<file path="config.mk">
export PLATFORM = sky130hd
export DESIGN_NAME = recorder_host_port
export DESIGN_NICKNAME = d
export VERILOG_FILES = /design/src/design/recorder_pkg.sv /design/src/design/serial_if.sv /design/src/design/serial_front.sv /design/src/design/recorder_host_port.sv
export SDC_FILE = /design/constraint.sdc
export NUM_CORES = 1
export LEC_CHECK = 0
export BUFFER_PORTS_ARGS = -buffer_cell sky130_fd_sc_hd__buf_2
export CORE_MARGIN = 2
export CORE_UTILIZATION = 50
export DETAILED_ROUTE_END_ITERATION = 10
export GPL_TIMING_DRIVEN = 0
export MAX_ROUTING_LAYER = met4
export PLACE_DENSITY = 0.72
export SLEW_MARGIN = 10
export SYNTH_ARGS = -nofsm -noshare
export SYNTH_HDL_FRONTEND = slang
export SYNTH_SLANG_ARGS = --single-unit
</file>
<file path="constraint.sdc">
create_clock -name clock -period 5.78 [get_ports clock]
set_input_delay 0.289 -clock clock [delete_from_list [all_inputs] [get_ports clock]]
set_output_delay 0.289 -clock clock [all_outputs]
set_load 0.01 [all_outputs]
</file>
<file path="src/design/recorder_pkg.sv">
package recorder_pkg;
   // serial frame layout
   localparam int CTRL_BITS  = 8;
   localparam int ADDR_BITS  = 16;
   localparam int FRAME_BITS = 24;
   // control byte fields (msb first): run, play/rec, message-skip select
   localparam int CTRL_RUN_BIT  = 7;
   localparam int CTRL_PLAY_BIT = 6;
   localparam int CTRL_IAB_BIT  = 4;
   localparam int CTRL_SKIP_BIT = 3;
   // status shifted out on miso: full flag first, then end flag
   localparam int STAT_FULL_BIT = 1;
   localparam int STAT_END_BIT  = 0;
   // clocks
   localparam longint CLOCK_HZ        = 64'd25000000;
   localparam longint SAMPLE_CLOCK_HZ = 64'd512000;
   localparam int     SAMPLE_DIVIDE   = 2;
   localparam longint SAMPLE_RATE_HZ  = 64'd4000;
   // row timing, in ns
   localparam longint ROW_HIGH_NS      = 64'd350000000;
   localparam longint ROW_LOW_NS       = 64'd50000000;
   localparam longint SKIP_HIGH_NS     = 64'd218760;
   localparam longint SKIP_LOW_NS      = 64'd31260;
   localparam int     ROW_COUNT        = 2400;
   localparam int     ROW_MARK_SLOTS   = 8;
   // row phases in samples at the sample rate (350 ms and 50 ms at 4 kHz)
   localparam int ROW_HIGH_SAMPLES = int'(ROW_HIGH_NS * SAMPLE_RATE_HZ / 64'd1000000000);
   localparam int ROW_LOW_SAMPLES  = int'(ROW_LOW_NS * SAMPLE_RATE_HZ / 64'd1000000000);
   // skip phases in system clock cycles, rounded down
   localparam int SKIP_HIGH_CYCLES = int'(SKIP_HIGH_NS * CLOCK_HZ / 64'd1000000000);
   localparam int SKIP_LOW_CYCLES  = int'(SKIP_LOW_NS * CLOCK_HZ / 64'd1000000000);
   // internal oscillator: system cycles per sample (25 MHz / 4 kHz)
   localparam int OSC_CYCLES_PER_SAMPLE = int'(CLOCK_HZ / SAMPLE_RATE_HZ);
   // external clock edges per sample after the halving
   localparam int EXT_EDGES_PER_SAMPLE =
      int'(SAMPLE_CLOCK_HZ / (SAMPLE_RATE_HZ * SAMPLE_DIVIDE));
   localparam logic [15:0] LAST_ADDR = 16'(ROW_COUNT * ROW_MARK_SLOTS - 1);
endpackage

</file>
<file path="src/design/serial_if.sv">
`timescale 1ns/1ns
`default_nettype none
// carries a decoded frame from the serial front end to the control core
interface serial_if;
   logic        frame_start;  // select fell
   logic        frame_done;   // select rose
   logic [23:0] frame;        // bits shifted in at lsb, first bit reaches msb only in a 24 bit frame
   logic [5:0]  bit_count;    // bits taken in this frame
   logic [1:0]  status;       // status bits to shift out
   modport front (output frame_start, output frame_done, output frame,
                  output bit_count, input status);
   modport core  (input frame_start, input frame_done, input frame,
                  input bit_count, output status);
endinterface
`default_nettype wire

</file>
<file path="src/design/serial_front.sv">
`timescale 1ns/1ns
`default_nettype none
module serial_front
(
   input  wire logic clock,       // system clock
   input  wire logic reset_n,     // async reset
   input  wire logic enable,      // clock enable
   input  wire logic sclk_in,     // raw serial clock pin
   input  wire logic mosi_in,     // raw data pin
   input  wire logic ss_n_in,     // raw select pin
   output logic      miso_out,    // data out
   output logic      miso_oe,     // drive enable
   serial_if.front   link         // toward the core
);
   logic [1:0]  sclk_s_q, mosi_s_q, ss_s_q;
   logic        sclk_p_q, ss_p_q;
   logic [23:0] frame_q, frame_d;
   logic [5:0]  count_q, count_d;
   logic [1:0]  shout_q, shout_d;
   logic        miso_q, miso_d;
   logic        oe_q, oe_d;
   logic        start_q, start_d, done_q, done_d;
   logic        rise, fall, sel;

   ///////////////////////////////////////////////////////////////////////////
   always_ff @(posedge clock or negedge reset_n)
   begin
      if (!reset_n)
      begin
         sclk_s_q <= 2'h0;
         mosi_s_q <= 2'h0;
         ss_s_q   <= 2'h3;
         sclk_p_q <= 1'h0;
         ss_p_q   <= 1'h1;
      end
      else if (enable)
      begin
         sclk_s_q <= {sclk_s_q[0], sclk_in};
         mosi_s_q <= {mosi_s_q[0], mosi_in};
         ss_s_q   <= {ss_s_q[0], ss_n_in};
         sclk_p_q <= sclk_s_q[1];
         ss_p_q   <= ss_s_q[1];
      end
   end

   assign rise = sclk_s_q[1] & ~sclk_p_q;
   assign fall = ~sclk_s_q[1] & sclk_p_q;
   assign sel  = ~ss_s_q[1];

   always_comb
   begin
      frame_d = frame_q;
      count_d = count_q;
      shout_d = shout_q;
      miso_d  = miso_q;
      oe_d    = sel;
      start_d = ss_p_q & ~ss_s_q[1];
      done_d  = ~ss_p_q & ss_s_q[1];
      if (start_d)
      begin
         count_d = 6'h00;
         shout_d = {link.status[0], 1'h0};
         miso_d  = link.status[1];
      end
      else if (sel)
      begin
         if (rise && count_q < 6'(recorder_pkg::FRAME_BITS))
         begin
            frame_d = {frame_q[22:0], mosi_s_q[1]};
            count_d = count_q + 6'h01;
         end
         if (fall)
         begin
            miso_d  = shout_q[1];
            shout_d = {shout_q[0], 1'h0};
         end
      end
   end

   always_ff @(posedge clock or negedge reset_n)
   begin
      if (!reset_n)
      begin
         frame_q <= 24'h000000;
         count_q <= 6'h00;
         shout_q <= 2'h0;
         miso_q  <= 1'h0;
         oe_q    <= 1'h0;
         start_q <= 1'h0;
         done_q  <= 1'h0;
      end
      else if (enable)
      begin
         frame_q <= frame_d;
         count_q <= count_d;
         shout_q <= shout_d;
         miso_q  <= miso_d;
         oe_q    <= oe_d;
         start_q <= start_d;
         done_q  <= done_d;
      end
   end

   assign miso_out         = miso_q;
   assign miso_oe          = oe_q;
   assign link.frame       = frame_q;
   assign link.bit_count   = count_q;
   assign link.frame_start = start_q;
   assign link.frame_done  = done_q;

   property p_miso_off;
      @(posedge clock) disable iff (!reset_n)
      (enable && !sel) |=> !miso_oe;
   endproperty
   a_miso_off: assert property (p_miso_off) else $error("miso driven while deselected");

   property p_shift_count;
      @(posedge clock) disable iff (!reset_n)
      (enable && sel && !start_d && rise && count_q < 6'h18) |=> count_q == $past(count_q) + 6'h01;
   endproperty
   a_shift_count: assert property (p_shift_count) else $error("rising edge not taken");

   property p_no_shift_deselected;
      @(posedge clock) disable iff (!reset_n)
      (enable && !sel && !start_d) |=> $stable(frame_q);
   endproperty
   a_no_shift_deselected: assert property (p_no_shift_deselected) else $error("shift while idle");
endmodule
`default_nettype wire

</file>
<file path="src/design/recorder_host_port.sv">
`timescale 1ns/1ns
`default_nettype none
module recorder_host_port
(
   input  wire logic        clock,            // 25 mhz system clock
   input  wire logic        reset_n,          // async reset
   input  wire logic        enable,           // clock enable
   input  wire logic        sclk,             // serial clock pin
   input  wire logic        mosi,             // serial data in
   input  wire logic        ss_n,             // select, active low
   output logic             miso_out,         // serial data out
   output logic             miso_oe,          // miso drive enable
   output logic             int_n_out,        // interrupt pin value (always 0)
   output logic             int_n_oe,         // interrupt pulled low
   output logic             row_strobe_out,   // row strobe value (always 0)
   output logic             row_strobe_oe,    // row strobe pulled low
   input  wire logic        external_sample_clock, // 512 khz sample clock pin
   input  wire logic        use_external_clock,    // select external timing
   input  wire logic        marker_found,     // end marker seen in current slot
   output logic [15:0]      address,          // current storage address
   output logic             running,          // operation active
   output logic             playing,          // playback active (else record)
   output logic             skipping,         // message skip active
   output logic [7:0]       control           // last control byte
);
   serial_if link ();
   logic miso_w, oe_w;

   serial_front front
   (
      .clock    (clock),
      .reset_n  (reset_n),
      .enable   (enable),
      .sclk_in  (sclk),
      .mosi_in  (mosi),
      .ss_n_in  (ss_n),
      .miso_out (miso_w),
      .miso_oe  (oe_w),
      .link     (link)
   );

   ///////////////////////////////////////////////////////////////////////////
   // sample tick from internal divider or synchronised external clock
   logic [1:0]  xs_q;
   logic        xp_q, xp_d, half_q, half_d, tick_q, tick_d;
   logic [15:0] div_q, div_d;

   always_comb
   begin
      xp_d   = xs_q[1];
      half_d = half_q;
      div_d  = div_q;
      tick_d = 1'h0;
      if (use_external_clock)
      begin
         if (xs_q[1] && !xp_q)
         begin
            half_d = ~half_q;
            if (half_q)
            begin
               if (div_q >= 16'(recorder_pkg::EXT_EDGES_PER_SAMPLE - 1))
               begin
                  div_d  = 16'h0000;
                  tick_d = 1'h1;
               end
               else
                  div_d = div_q + 16'h0001;
            end
         end
      end
      else if (div_q >= 16'(recorder_pkg::OSC_CYCLES_PER_SAMPLE - 1))
      begin
         div_d  = 16'h0000;
         tick_d = 1'h1;
      end
      else
         div_d = div_q + 16'h0001;
   end

   always_ff @(posedge clock or negedge reset_n)
   begin
      if (!reset_n)
      begin
         xs_q   <= 2'h0;
         xp_q   <= 1'h0;
         half_q <= 1'h0;
         div_q  <= 16'h0000;
         tick_q <= 1'h0;
      end
      else if (enable)
      begin
         xs_q   <= {xs_q[0], external_sample_clock};
         xp_q   <= xp_d;
         half_q <= half_d;
         div_q  <= div_d;
         tick_q <= tick_d;
      end
   end

   ///////////////////////////////////////////////////////////////////////////
   // command execution, flags and row strobe
   typedef enum {IDLE, ROW_HIGH, ROW_LOW, FIRST_HOLD} phase_t;
   phase_t      ph_q, ph_d;
   logic [23:0] cnt_q, cnt_d;
   logic [15:0] addr_q, addr_d;
   logic [7:0]  ctrl_q, ctrl_d;
   logic        run_q, run_d, play_q, play_d, skip_q, skip_d;
   logic        full_q, full_d, end_q, end_d, int_q, int_d, rs_q, rs_d;
   logic [2:0]  slot_q, slot_d;
   logic        step, row_end, hi_done, lo_done;
   logic        end_hit, full_hit;
   logic [7:0]  cb;

   assign cb   = link.frame[23 -: 8];
   assign step = skip_q ? 1'h1 : tick_q;
   assign hi_done = skip_q ? (cnt_q >= 24'(recorder_pkg::SKIP_HIGH_CYCLES - 1))
                           : (cnt_q >= 24'(recorder_pkg::ROW_HIGH_SAMPLES - 1));
   assign lo_done = skip_q ? (cnt_q >= 24'(recorder_pkg::SKIP_LOW_CYCLES - 1))
                           : (cnt_q >= 24'(recorder_pkg::ROW_LOW_SAMPLES - 1));
   assign row_end = (ph_q == ROW_LOW) && step && lo_done;
   assign end_hit  = run_q && step && play_q && marker_found;
   assign full_hit = run_q && step && !end_hit && row_end && addr_q == recorder_pkg::LAST_ADDR;
   assign link.status = {full_q, end_q};

   always_comb
   begin
      ph_d = ph_q; cnt_d = cnt_q; addr_d = addr_q; ctrl_d = ctrl_q;
      run_d = run_q; play_d = play_q; skip_d = skip_q; slot_d = slot_q;
      full_d = full_q; end_d = end_q; int_d = int_q; rs_d = 1'h0;
      if (link.frame_start)
         int_d = 1'h0;
      if (link.frame_done && link.bit_count >= 6'(recorder_pkg::CTRL_BITS))
      begin
         // control byte sits at frame top only for 24 bit frames; an 8 bit frame holds it in the low byte
         ctrl_d = (link.bit_count == 6'(recorder_pkg::CTRL_BITS)) ? link.frame[7:0] : cb;
         // an end or full event in the executing cycle still wins over the clear
         full_d = full_hit;
         end_d  = end_hit;
         if (full_hit || end_hit)
            int_d = 1'h1;
         if (ctrl_d[recorder_pkg::CTRL_RUN_BIT])
         begin
            if (!ctrl_d[recorder_pkg::CTRL_IAB_BIT] &&
                link.bit_count == 6'(recorder_pkg::FRAME_BITS))
               addr_d = link.frame[15:0];
            run_d  = 1'h1;
            play_d = ctrl_d[recorder_pkg::CTRL_PLAY_BIT];
            skip_d = ctrl_d[recorder_pkg::CTRL_PLAY_BIT] & ctrl_d[recorder_pkg::CTRL_SKIP_BIT];
            slot_d = 3'h0;
            cnt_d  = 24'h000000;
            ph_d   = ctrl_d[recorder_pkg::CTRL_PLAY_BIT] ? ROW_HIGH : FIRST_HOLD;
         end
         else
         begin
            run_d = 1'h0;
            play_d = 1'h0;
            skip_d = 1'h0;
            ph_d  = IDLE;
         end
      end
      else if (run_q && step)
      begin
         cnt_d = cnt_q + 24'h000001;
         case (ph_q)
            FIRST_HOLD:
               if (cnt_q >= 24'(recorder_pkg::ROW_LOW_SAMPLES - 1))
               begin
                  cnt_d = 24'h000000;
                  ph_d  = ROW_HIGH;
               end
            ROW_HIGH:
               if (hi_done)
               begin
                  cnt_d = 24'h000000;
                  ph_d  = ROW_LOW;
               end
            ROW_LOW:
               if (lo_done)
               begin
                  cnt_d  = 24'h000000;
                  ph_d   = ROW_HIGH;
                  addr_d = addr_q + 16'h0001;
                  slot_d = slot_q + 3'h1;
               end
            default:
               ph_d = IDLE;
         endcase
         if (play_q && marker_found)
         begin
            end_d = 1'h1;
            play_d = 1'h0;
            int_d = 1'h1;
            run_d = 1'h0;
            skip_d = 1'h0;
            ph_d  = IDLE;
            if (skip_q)
               addr_d = addr_q + 16'h0001;
         end
         else if (row_end && addr_q == recorder_pkg::LAST_ADDR)
         begin
            full_d = 1'h1;
            play_d = 1'h0;
            int_d  = 1'h1;
            run_d  = 1'h0;
            skip_d = 1'h0;
            ph_d   = IDLE;
         end
      end
      rs_d = (ph_d == ROW_LOW);
   end

   always_ff @(posedge clock or negedge reset_n)
   begin
      if (!reset_n)
      begin
         ph_q <= IDLE; cnt_q <= 24'h000000; addr_q <= 16'h0000; ctrl_q <= 8'h00;
         run_q <= 1'h0; play_q <= 1'h0; skip_q <= 1'h0; slot_q <= 3'h0;
         full_q <= 1'h0; end_q <= 1'h0; int_q <= 1'h0; rs_q <= 1'h0;
         miso_out <= 1'h0; miso_oe <= 1'h0;
      end
      else if (enable)
      begin
         ph_q <= ph_d; cnt_q <= cnt_d; addr_q <= addr_d; ctrl_q <= ctrl_d;
         run_q <= run_d; play_q <= play_d; skip_q <= skip_d; slot_q <= slot_d;
         full_q <= full_d; end_q <= end_d; int_q <= int_d; rs_q <= rs_d;
         miso_out <= miso_w; miso_oe <= oe_w;
      end
   end

   assign int_n_out      = 1'h0;
   assign int_n_oe       = int_q;
   assign row_strobe_out = 1'h0;
   assign row_strobe_oe  = rs_q;
   assign address        = addr_q;
   assign running        = run_q;
   assign playing        = play_q;
   assign skipping       = skip_q;
   assign control        = ctrl_q;

   property p_int_clear;
      @(posedge clock) disable iff (!reset_n)
      (enable && link.frame_start && !(run_q && step)) |=> !int_n_oe;
   endproperty
   a_int_clear: assert property (p_int_clear) else $error("interrupt not released");

   property p_full_int;
      @(posedge clock) disable iff (!reset_n)
      (enable && $rose(full_q)) |-> int_n_oe && $past(running);
   endproperty
   a_full_int: assert property (p_full_int) else $error("full without interrupt");

   property p_end_play;
      @(posedge clock) disable iff (!reset_n)
      $rose(end_q) |-> $past(play_q) && int_n_oe;
   endproperty
   a_end_play: assert property (p_end_play) else $error("end flag outside playback");

   property p_status;
      @(posedge clock) disable iff (!reset_n)
      (enable && $past(enable) && link.frame_start) |-> miso_w == $past(full_q);
   endproperty
   a_status: assert property (p_status) else $error("first status bit is not the full flag");

   property p_hold_high;
      @(posedge clock) disable iff (!reset_n)
      (ph_q == FIRST_HOLD) |-> !row_strobe_oe;
   endproperty
   a_hold_high: assert property (p_hold_high) else $error("strobe low in first hold");
endmodule
`default_nettype wire

</file>
# ---- After elaboration in Yosys (flattened, before gate mapping)
# Cells that the tools add are included.
dict set report totals {
  reg_bits 154
  latch_bits 0
  ramBits 0
  mem_bits_ro 0
  in_bits 9
  output_inout_bits 33
  word_cells 172
  memories 0
}
dict set report classes {
  n_addsub 4
  n_mul 0
  n_div 0
  order_cmp 8
  n_eq_ne 14
  n_shift 0
  muxes 70
  bitwise_logic 11
  n_reduce_logical 35
}
# operator n
set op_table {}
lappend op_table {{2-to-1 mux 32 bit} 7}
lappend op_table {{2-to-1 mux 16 bit} 13}
lappend op_table {{2-to-1 mux 24 bit} 6}
lappend op_table {{case mux 32 bit (3 select lines)} 1}
lappend op_table {{case mux 24 bit (3 select lines)} 1}
lappend op_table {{equality test 32 x 2 -> 1 bit, second input constant} 2}
lappend op_table {{equality test 32 x 3 -> 1 bit, second input constant} 2}
lappend op_table {{2-to-1 mux 1 bit} 33}
lappend op_table {{adder 16 x 1 -> 16 bit, second input constant} 2}
lappend op_table {{equality test 32 x 1 -> 1 bit, second input constant} 1}
lappend op_table {{adder 24 x 1 -> 24 bit, second input constant} 1}
lappend op_table {{greater-or-equal comparator 24 x 10 -> 1 bit, second input constant} 1}
lappend op_table {{greater-or-equal comparator 24 x 11 -> 1 bit, second input constant} 1}
lappend op_table {{greater-or-equal comparator 24 x 13 -> 1 bit, second input constant} 1}
lappend op_table {{greater-or-equal comparator 24 x 8 -> 1 bit, second input constant} 1}
lappend op_table {{AND reduction 3 bit} 7}
lappend op_table {{2-to-1 mux 6 bit} 3}
lappend op_table {{equality test 16 x 15 -> 1 bit, second input constant} 1}
lappend op_table {{greater-or-equal comparator 16 x 13 -> 1 bit, second input constant} 1}
lappend op_table {{greater-or-equal comparator 16 x 6 -> 1 bit, second input constant} 1}
lappend op_table {{logical AND 1 bit} 14}
lappend op_table {{AND reduction 4 bit} 3}
lappend op_table {{2-to-1 mux 2 bit} 5}
lappend op_table {{nonzero test 2 bit} 5}
lappend op_table {{14 further kinds} 29}

# ---- Logic depth before layout (Yosys ltp)
dict set report logic_depth {
  depth_word 11
  mapped_depth 10
  ltp_nobuf 9
}

# ---- Cells and area by module
# Synthesis repeated with hierarchy kept, for this count alone.
dict set report unflattened {
  hier_cells 745
  hier_area_um2 7858.8
}
# module instances cells_per_inst area_per_inst_um2 seq_area_each_um2
set by_module_without_submodules {}
lappend by_module_without_submodules {recorder_host_port 1 621 5988.2 2752.6}
lappend by_module_without_submodules {serial_front 1 124 1870.5 1079.8}

# ---- Worst setup path after synthesis
# No wires, ideal clock.
dict set report synth_timing {
  path_type {flip-flop to flip-flop}
  startpoint {reg cnt_q[0]}
  endpoint {reg addr_q[15], in the netlist address[15]}
  setup_ps 130
  arrival_time_ps 2105
  required_time_ps 5650
  slack_ps 3544
  stages_incl_launch_ff 10
  n_path_buf 1
  period_less_slack_ps 2236
  path_cell_list {dfrtp_1 > ha_1 > a2111oi_2 > o21a_1 > o311ai_4 > a31oi_1 > buf_2 > or4_1 > nand3_1 > nand4_1}
}
dict set report synth_between {
  elab_chain_cells 8
  word_cells_on_any_way 9
  cone_classes {2 x order compare; 7 x mux}
}
# element line_no
set synth_lines {}
lappend synth_lines {{from (decl)} recorder_host_port.sv:104} ;# logic [23:0] cnt_q, cnt_d;
lappend synth_lines {{from (signal assigned)} recorder_host_port.sv:223} ;# ph_q <= ph_d; cnt_q <= cnt_d; addr_q <= addr_d; ctrl_q <= ctrl_d;
lappend synth_lines {{greater-or-equal comparator 24 x 8 -> 1 bit / greater-or-equal comparator 24 x 10 -> 1 bit (equally long branches)} {recorder_host_port.sv:119, recorder_host_port.sv:118}}
lappend synth_lines {{2-to-1 mux 1 bit *} recorder_host_port.sv:118} ;# assign lo_done = skip_q ? (cnt_q >= 24'(recorder_pkg::SKIP_LOW_CYCLES - 1))
lappend synth_lines {{2-to-1 mux 16 bit *} recorder_host_port.sv:178} ;# if (lo_done)
lappend synth_lines {{2-to-1 mux 16 bit *} recorder_host_port.sv:164} ;# case (ph_q)
lappend synth_lines {{2-to-1 mux 16 bit} recorder_host_port.sv:196} ;# if (skip_q)
lappend synth_lines {{2-to-1 mux 16 bit *} recorder_host_port.sv:188} ;# if (play_q && marker_found)
lappend synth_lines {{2-to-1 mux 16 bit *} recorder_host_port.sv:161} ;# else if (run_q && step)
lappend synth_lines {{2-to-1 mux 16 bit *} recorder_host_port.sv:132} ;# if (link.frame_done && link.bit_count >= 6'(recorder_pkg::CTRL_BITS))
lappend synth_lines {{to (signal assigned)} recorder_host_port.sv:223}
lappend synth_lines {{to (decl)} recorder_host_port.sv:105} ;# logic [15:0] addr_q, addr_d;
# Every way passes the cells marked *; elsewhere a longest branch is shown, timed or not. The select of a mux whose other input is x is not followed.
# A chain may end at the register's enable or synchronous reset.

# ---- Final worst setup path
dict set report layout_timing {
  startpoint {reg front.count_q[2], in the netlist front.link.bit_count[2]}
  endpoint {reg addr_q[13], in the netlist address[13]}
}
dict set report layout_between {
  elab_chain_cells 6
  word_cells_on_any_way 12
  cone_classes {1 x order compare; 4 x eq/ne; 2 x mux; 5 x reduce/logical}
}
# element line_no
set layout_lines {}
lappend layout_lines {{from (decl)} serial_front.sv:18} ;# logic [5:0] count_q, count_d;
lappend layout_lines {{from (signal assigned)} serial_front.sv:95} ;# count_q <= count_d;
lappend layout_lines {{branches (longest 6 deep; another with greater-or-equal comparator 6 x 4 -> 1 bit)} --}
# Parallel ways; which one is timed is not known.

==> flow_metrics.py <==
metrics = {
    "timing": {
        "hold_ws_ns": 0.1008,
        "hold_viol": 0,
        "tns_ns": 0,
        "fmax_mhz": 355.1,
        "setup_violations": 0,
        "worst-slew-pin-transition_ns": 0.7053,
        "grt_setup_unrepaired": "no",
        "min_period_ns": 2.817,
        "slew_headroom_pct": 52.49,
        "slew_violations": 0,
        "finClkSkew_ns": 0.01401,
        "layout_setup_ws_ns": 2.964,
        "finalCritPeriodShare_pct": 48.73,
    },
    "worst_hold_path": {
        "hp-class": "in -> reg",
        "hold_start": "external_sample_clock",
    },
    "final_layout": {
        "fin_area_um2": 8574,
        "syn_to_final_growth_pct": 14.48,
        "stdcell_count": 993,
        "nNetsFinal": 813,
        "drive_gt1_share_pct": 18.79,
        "num_antenna_cells": 0,
    },
    "placed_design": {
        "place_ws_ns": 3.065,
        "dp.cells": 960,
        "postPlaceCellArea_um2": 7956,
        "dpl.hpwl_um": 11920,
        "place_congestion": 0.8742,
        "io_buffers": 39,
    },
    "yosys": {
        "ys_seq_elements": 153,
        "synthDistinctLibCells": 74,
        "synth_top_flop_cell": "dfrtp_1",
        "syn_inst": 735,
        "synth_top_cell_by_area": "dfrtp_1",
        "syn_area_um2": 7490,
        "yosysSeqAreaShare_pct": 51.17,
        "async_flop_share_pct": 100.0,
        "yosysWarnings": 0,
        "synth_enable_flop_cells": 0,
        "yosysTopAreaCellShare_pct": 50.12,
        "synthesis.area_per_instance_um2": 10.19,
        "synth_top_cells_by_area": "dfrtp_1 50%, mux2_2 6.2%, nand2_1 3.4%",
    },
    "global_routing": {
        "overflow": 0,
        "grt_pass1_vias": 6042,
        "grt_max_degree": 110,
        "grt_first_pass_wirelength_um": 29730,
        "grtUsageTotal_pct": 23.61,
        "antenna_found_initial": 0,
    },
    "power_and_ir_drop": {
        "combPwrFrac_pct": 10.6,
        "irDropWorstVdd_mv": 0.2078,
        "p_sw_w": 0.0007182,
        "power_density_nw_per_um2": 310.8,
        "power.internal_w": 0.001947,
        "power.leakage_nw": 3.976,
        "p_clk_share_pct": 42.8,
        "seq_power_share_pct": 46.6,
        "power.share.switching_pct": 26.95,
    },
    "critical_path": {
        "critPathCaptureType": "flop",
        "cp_max_fo": 10,
        "arrival_ns": 3.12,
        "r2r_start": "front.link.bit_count[2]$_DFFE_PN0P_",
        "crit_type": "reg -> reg",
        "crit_start": "front.link.bit_count[2]$_DFFE_PN0P_",
        "cp-start-kind": "flop",
        "required_ns": 6.09,
    },
    "die": {
        "die_h_um": 126.4,
        "dieWidth_um": 126.4,
        "row_count": 44,
        "start_util_pct": 51.34,
        "coreArea_um2": 14590,
        "die-area_um2": 15970,
        "ios": 42,
    },
    "route": {
        "routed_wl_um": 17510,
        "viasPerCell": 6.042,
        "ant_nets": 0,
        "route.detailed.wl_per_inst_um": 17.64,
        "first_iter_violations": 548,
        "drc": 0,
        "firstDrtPassIters": 5,
        "dr_total_vias": 6000,
    },
    "flow_run": {
        "cap_violations": 0,
    },
    "clock_network": {
        "cts.htree.levels": 4,
        "root_buffer": "clkbuf_16",
        "cts_tree": "built",
        "numCtsBuffers": 17,
        "clkLatencyLatePin_ns": 0.43,
        "clock_path_buffers": 2,
        "clkSinkCount": 153,
        "clk_pin_slew_ns": 0.06,
    },
    "run_status": {
        "status": "finished, final reports clean",
    },
}
[metal layers]
layer  global-route usage [%]  wire (um)  up-vias
li1                         -          -     2791
met1                    30.69       7626     2963
met2                    36.17       8369      215
met3                    5.947       1153       31
met4                    8.468        365        0
met5                        -          0        -
[cells by family (layout without fill, tap and decap cells)]
family / after synthesis / after routing / share of synthesized area, %
xor+xnor: 9 / 9 / 1.052
compound gates: 165 / 165 / 14.48
other cells: 1 / 2 / 0.05007
mux: 55 / 55 / 8.035
flops: 153 / 153 / 51.17
buf+inv: 59 / 132 / 3.542
simple gates: 285 / 285 / 20.33
fa+ha+maj: 8 / 8 / 1.337
[cell usage after synthesis, types with 3 or more instances]
| cell type | n |
|---|---|
| dfrtp_1 | 150 |
| nand2_1 | 67 |
| nor2_1 | 47 |
| o21ai_0 | 44 |
| mux2_2 | 41 |
| a21oi_1 | 40 |
| nand3_1 | 31 |
| and2_1 | 26 |
| a31oi_1 | 23 |
| inv_1 | 20 |
| nor4_1 | 19 |
| nor2b_1 | 18 |
| buf_2 | 16 |
| clkbuf_1 | 16 |
| mux2i_1 | 14 |
| nand4_1 | 14 |
| nor3_1 | 12 |
| and3_1 | 10 |
| a21o_1 | 8 |
| ha_1 | 8 |
| nand2b_1 | 6 |
| o22ai_1 | 5 |
| or3_1 | 5 |
| xor2_1 | 5 |
| a2bb2oi_1 | 4 |
| a41oi_1 | 4 |
| buf_4 | 4 |
| o211ai_1 | 4 |
| xnor2_1 | 4 |
| a22o_1 | 3 |
| dfstp_2 | 3 |
| nand4b_1 | 3 |
| nor3b_1 | 3 |
| o21a_1 | 3 |
| o31ai_1 | 3 |
[repair_timing]
| item | in CTS | in global routing |
|---|---|---|
| setup endpoints to repair | 0 | 0 |
| resized for setup | 0 | 0 |
| hold buffers | 1 | 0 |
| buffers inserted | 0 | 0 |
| hold endpoints to repair | 44 | 0 |
[area by class of cell]
cell class / instances / area [um^2]
multi-input combinational: 524 / 3396
clock inverter: 13 / 155.1
fill: 1220 / 6015
inverter: 20 / 75.07
timing repair buffer: 41 / 242.7
tap: 184 / 230.2
clock buffer: 19 / 452.9
sequential: 153 / 3832
buffer: 39 / 190.2
[cells in the final DEF, fill, tap and decap left out, types with 6 or more instances in the layout]
| cell | n |
|---|---|
| nand2_1 | 67 |
| nand2b_1 | 6 |
| and3_1 | 10 |
| clkbuf_1 | 16 |
| a31oi_1 | 23 |
| nor4_1 | 19 |
| mux2_2 | 41 |
| inv_1 | 20 |
| and2_1 | 26 |
| inv_6 | 7 |
| nor2_1 | 47 |
| nor2b_1 | 18 |
| dfrtp_1 | 150 |
| clkbuf_16 | 17 |
| mux2i_1 | 14 |
| a21oi_1 | 40 |
| ha_1 | 8 |
| a21o_1 | 8 |
| nand3_1 | 31 |
| o21ai_0 | 44 |
| buf_2 | 54 |
| nand4_1 | 14 |
| nor3_1 | 12 |
[metrics by stage]
step	utilization, %	total power [W]
6_report	58.77	0.002665
3_3_place_gp	54.28	0.001516
2_1_floorplan	-	0.001414
5_1_grt	58.77	0.002785
4_1_cts	58.77	0.002684
3_5_place_dp	54.54	0.001538
[power by group through the flow]
stage	Clock (W)	Sequential [W]	Combinational, W
finish	0.00114	0.00124	0.000283
global route	0.00121	0.00125	0.000320
CTS	0.00116	0.00124	0.000286
detailed placement	0	0.00126	0.000281
global placement	0	0.00125	0.000264
floorplan	0	0.00124	0.000171
[registers in the layout, summed over array words and instances, names as in the netlist, 2 cells and up]
signal and count:
cnt_q 24, front.link.bit_count 6, front.link.frame 24, address 16, ph_q 32, front.sclk_s_q 2, front.mosi_s_q 2, xs_q 2
front.ss_s_q 2, div_q 16, control 8
[path summary, 6_finish.rpt]
kind / depth (start not counted) / endpoint / slack [ns]
worst max-delay path: 7 / address[13]$_DFFE_PN0P_ / 2.96
worst min-delay path: 2 / xs_q[0]$_DFFE_PN0P_ / 0.10
worst max register to register: 7 / address[13]$_DFFE_PN0P_ / 2.96
worst min register to register: 1 / ph_q[31]$_DFFE_PN0P_ / 0.48
max in group asynchronous: 3 / address[11]$_DFFE_PN0P_ / 4.57
min in group asynchronous: 2 / cnt_q[2]$_DFFE_PN0P_ / 0.35
[critical path: stages (launching register included)]
cell,delay (ns)
dfrtp_1,0.41
nor2_1,0.18
nand4_2,0.34
mux2i_1,0.32
a21oi_2,0.56
nand2_1,0.35
buf_2,0.30
o22a_1,0.23
(Power assumes the default switching activity.)
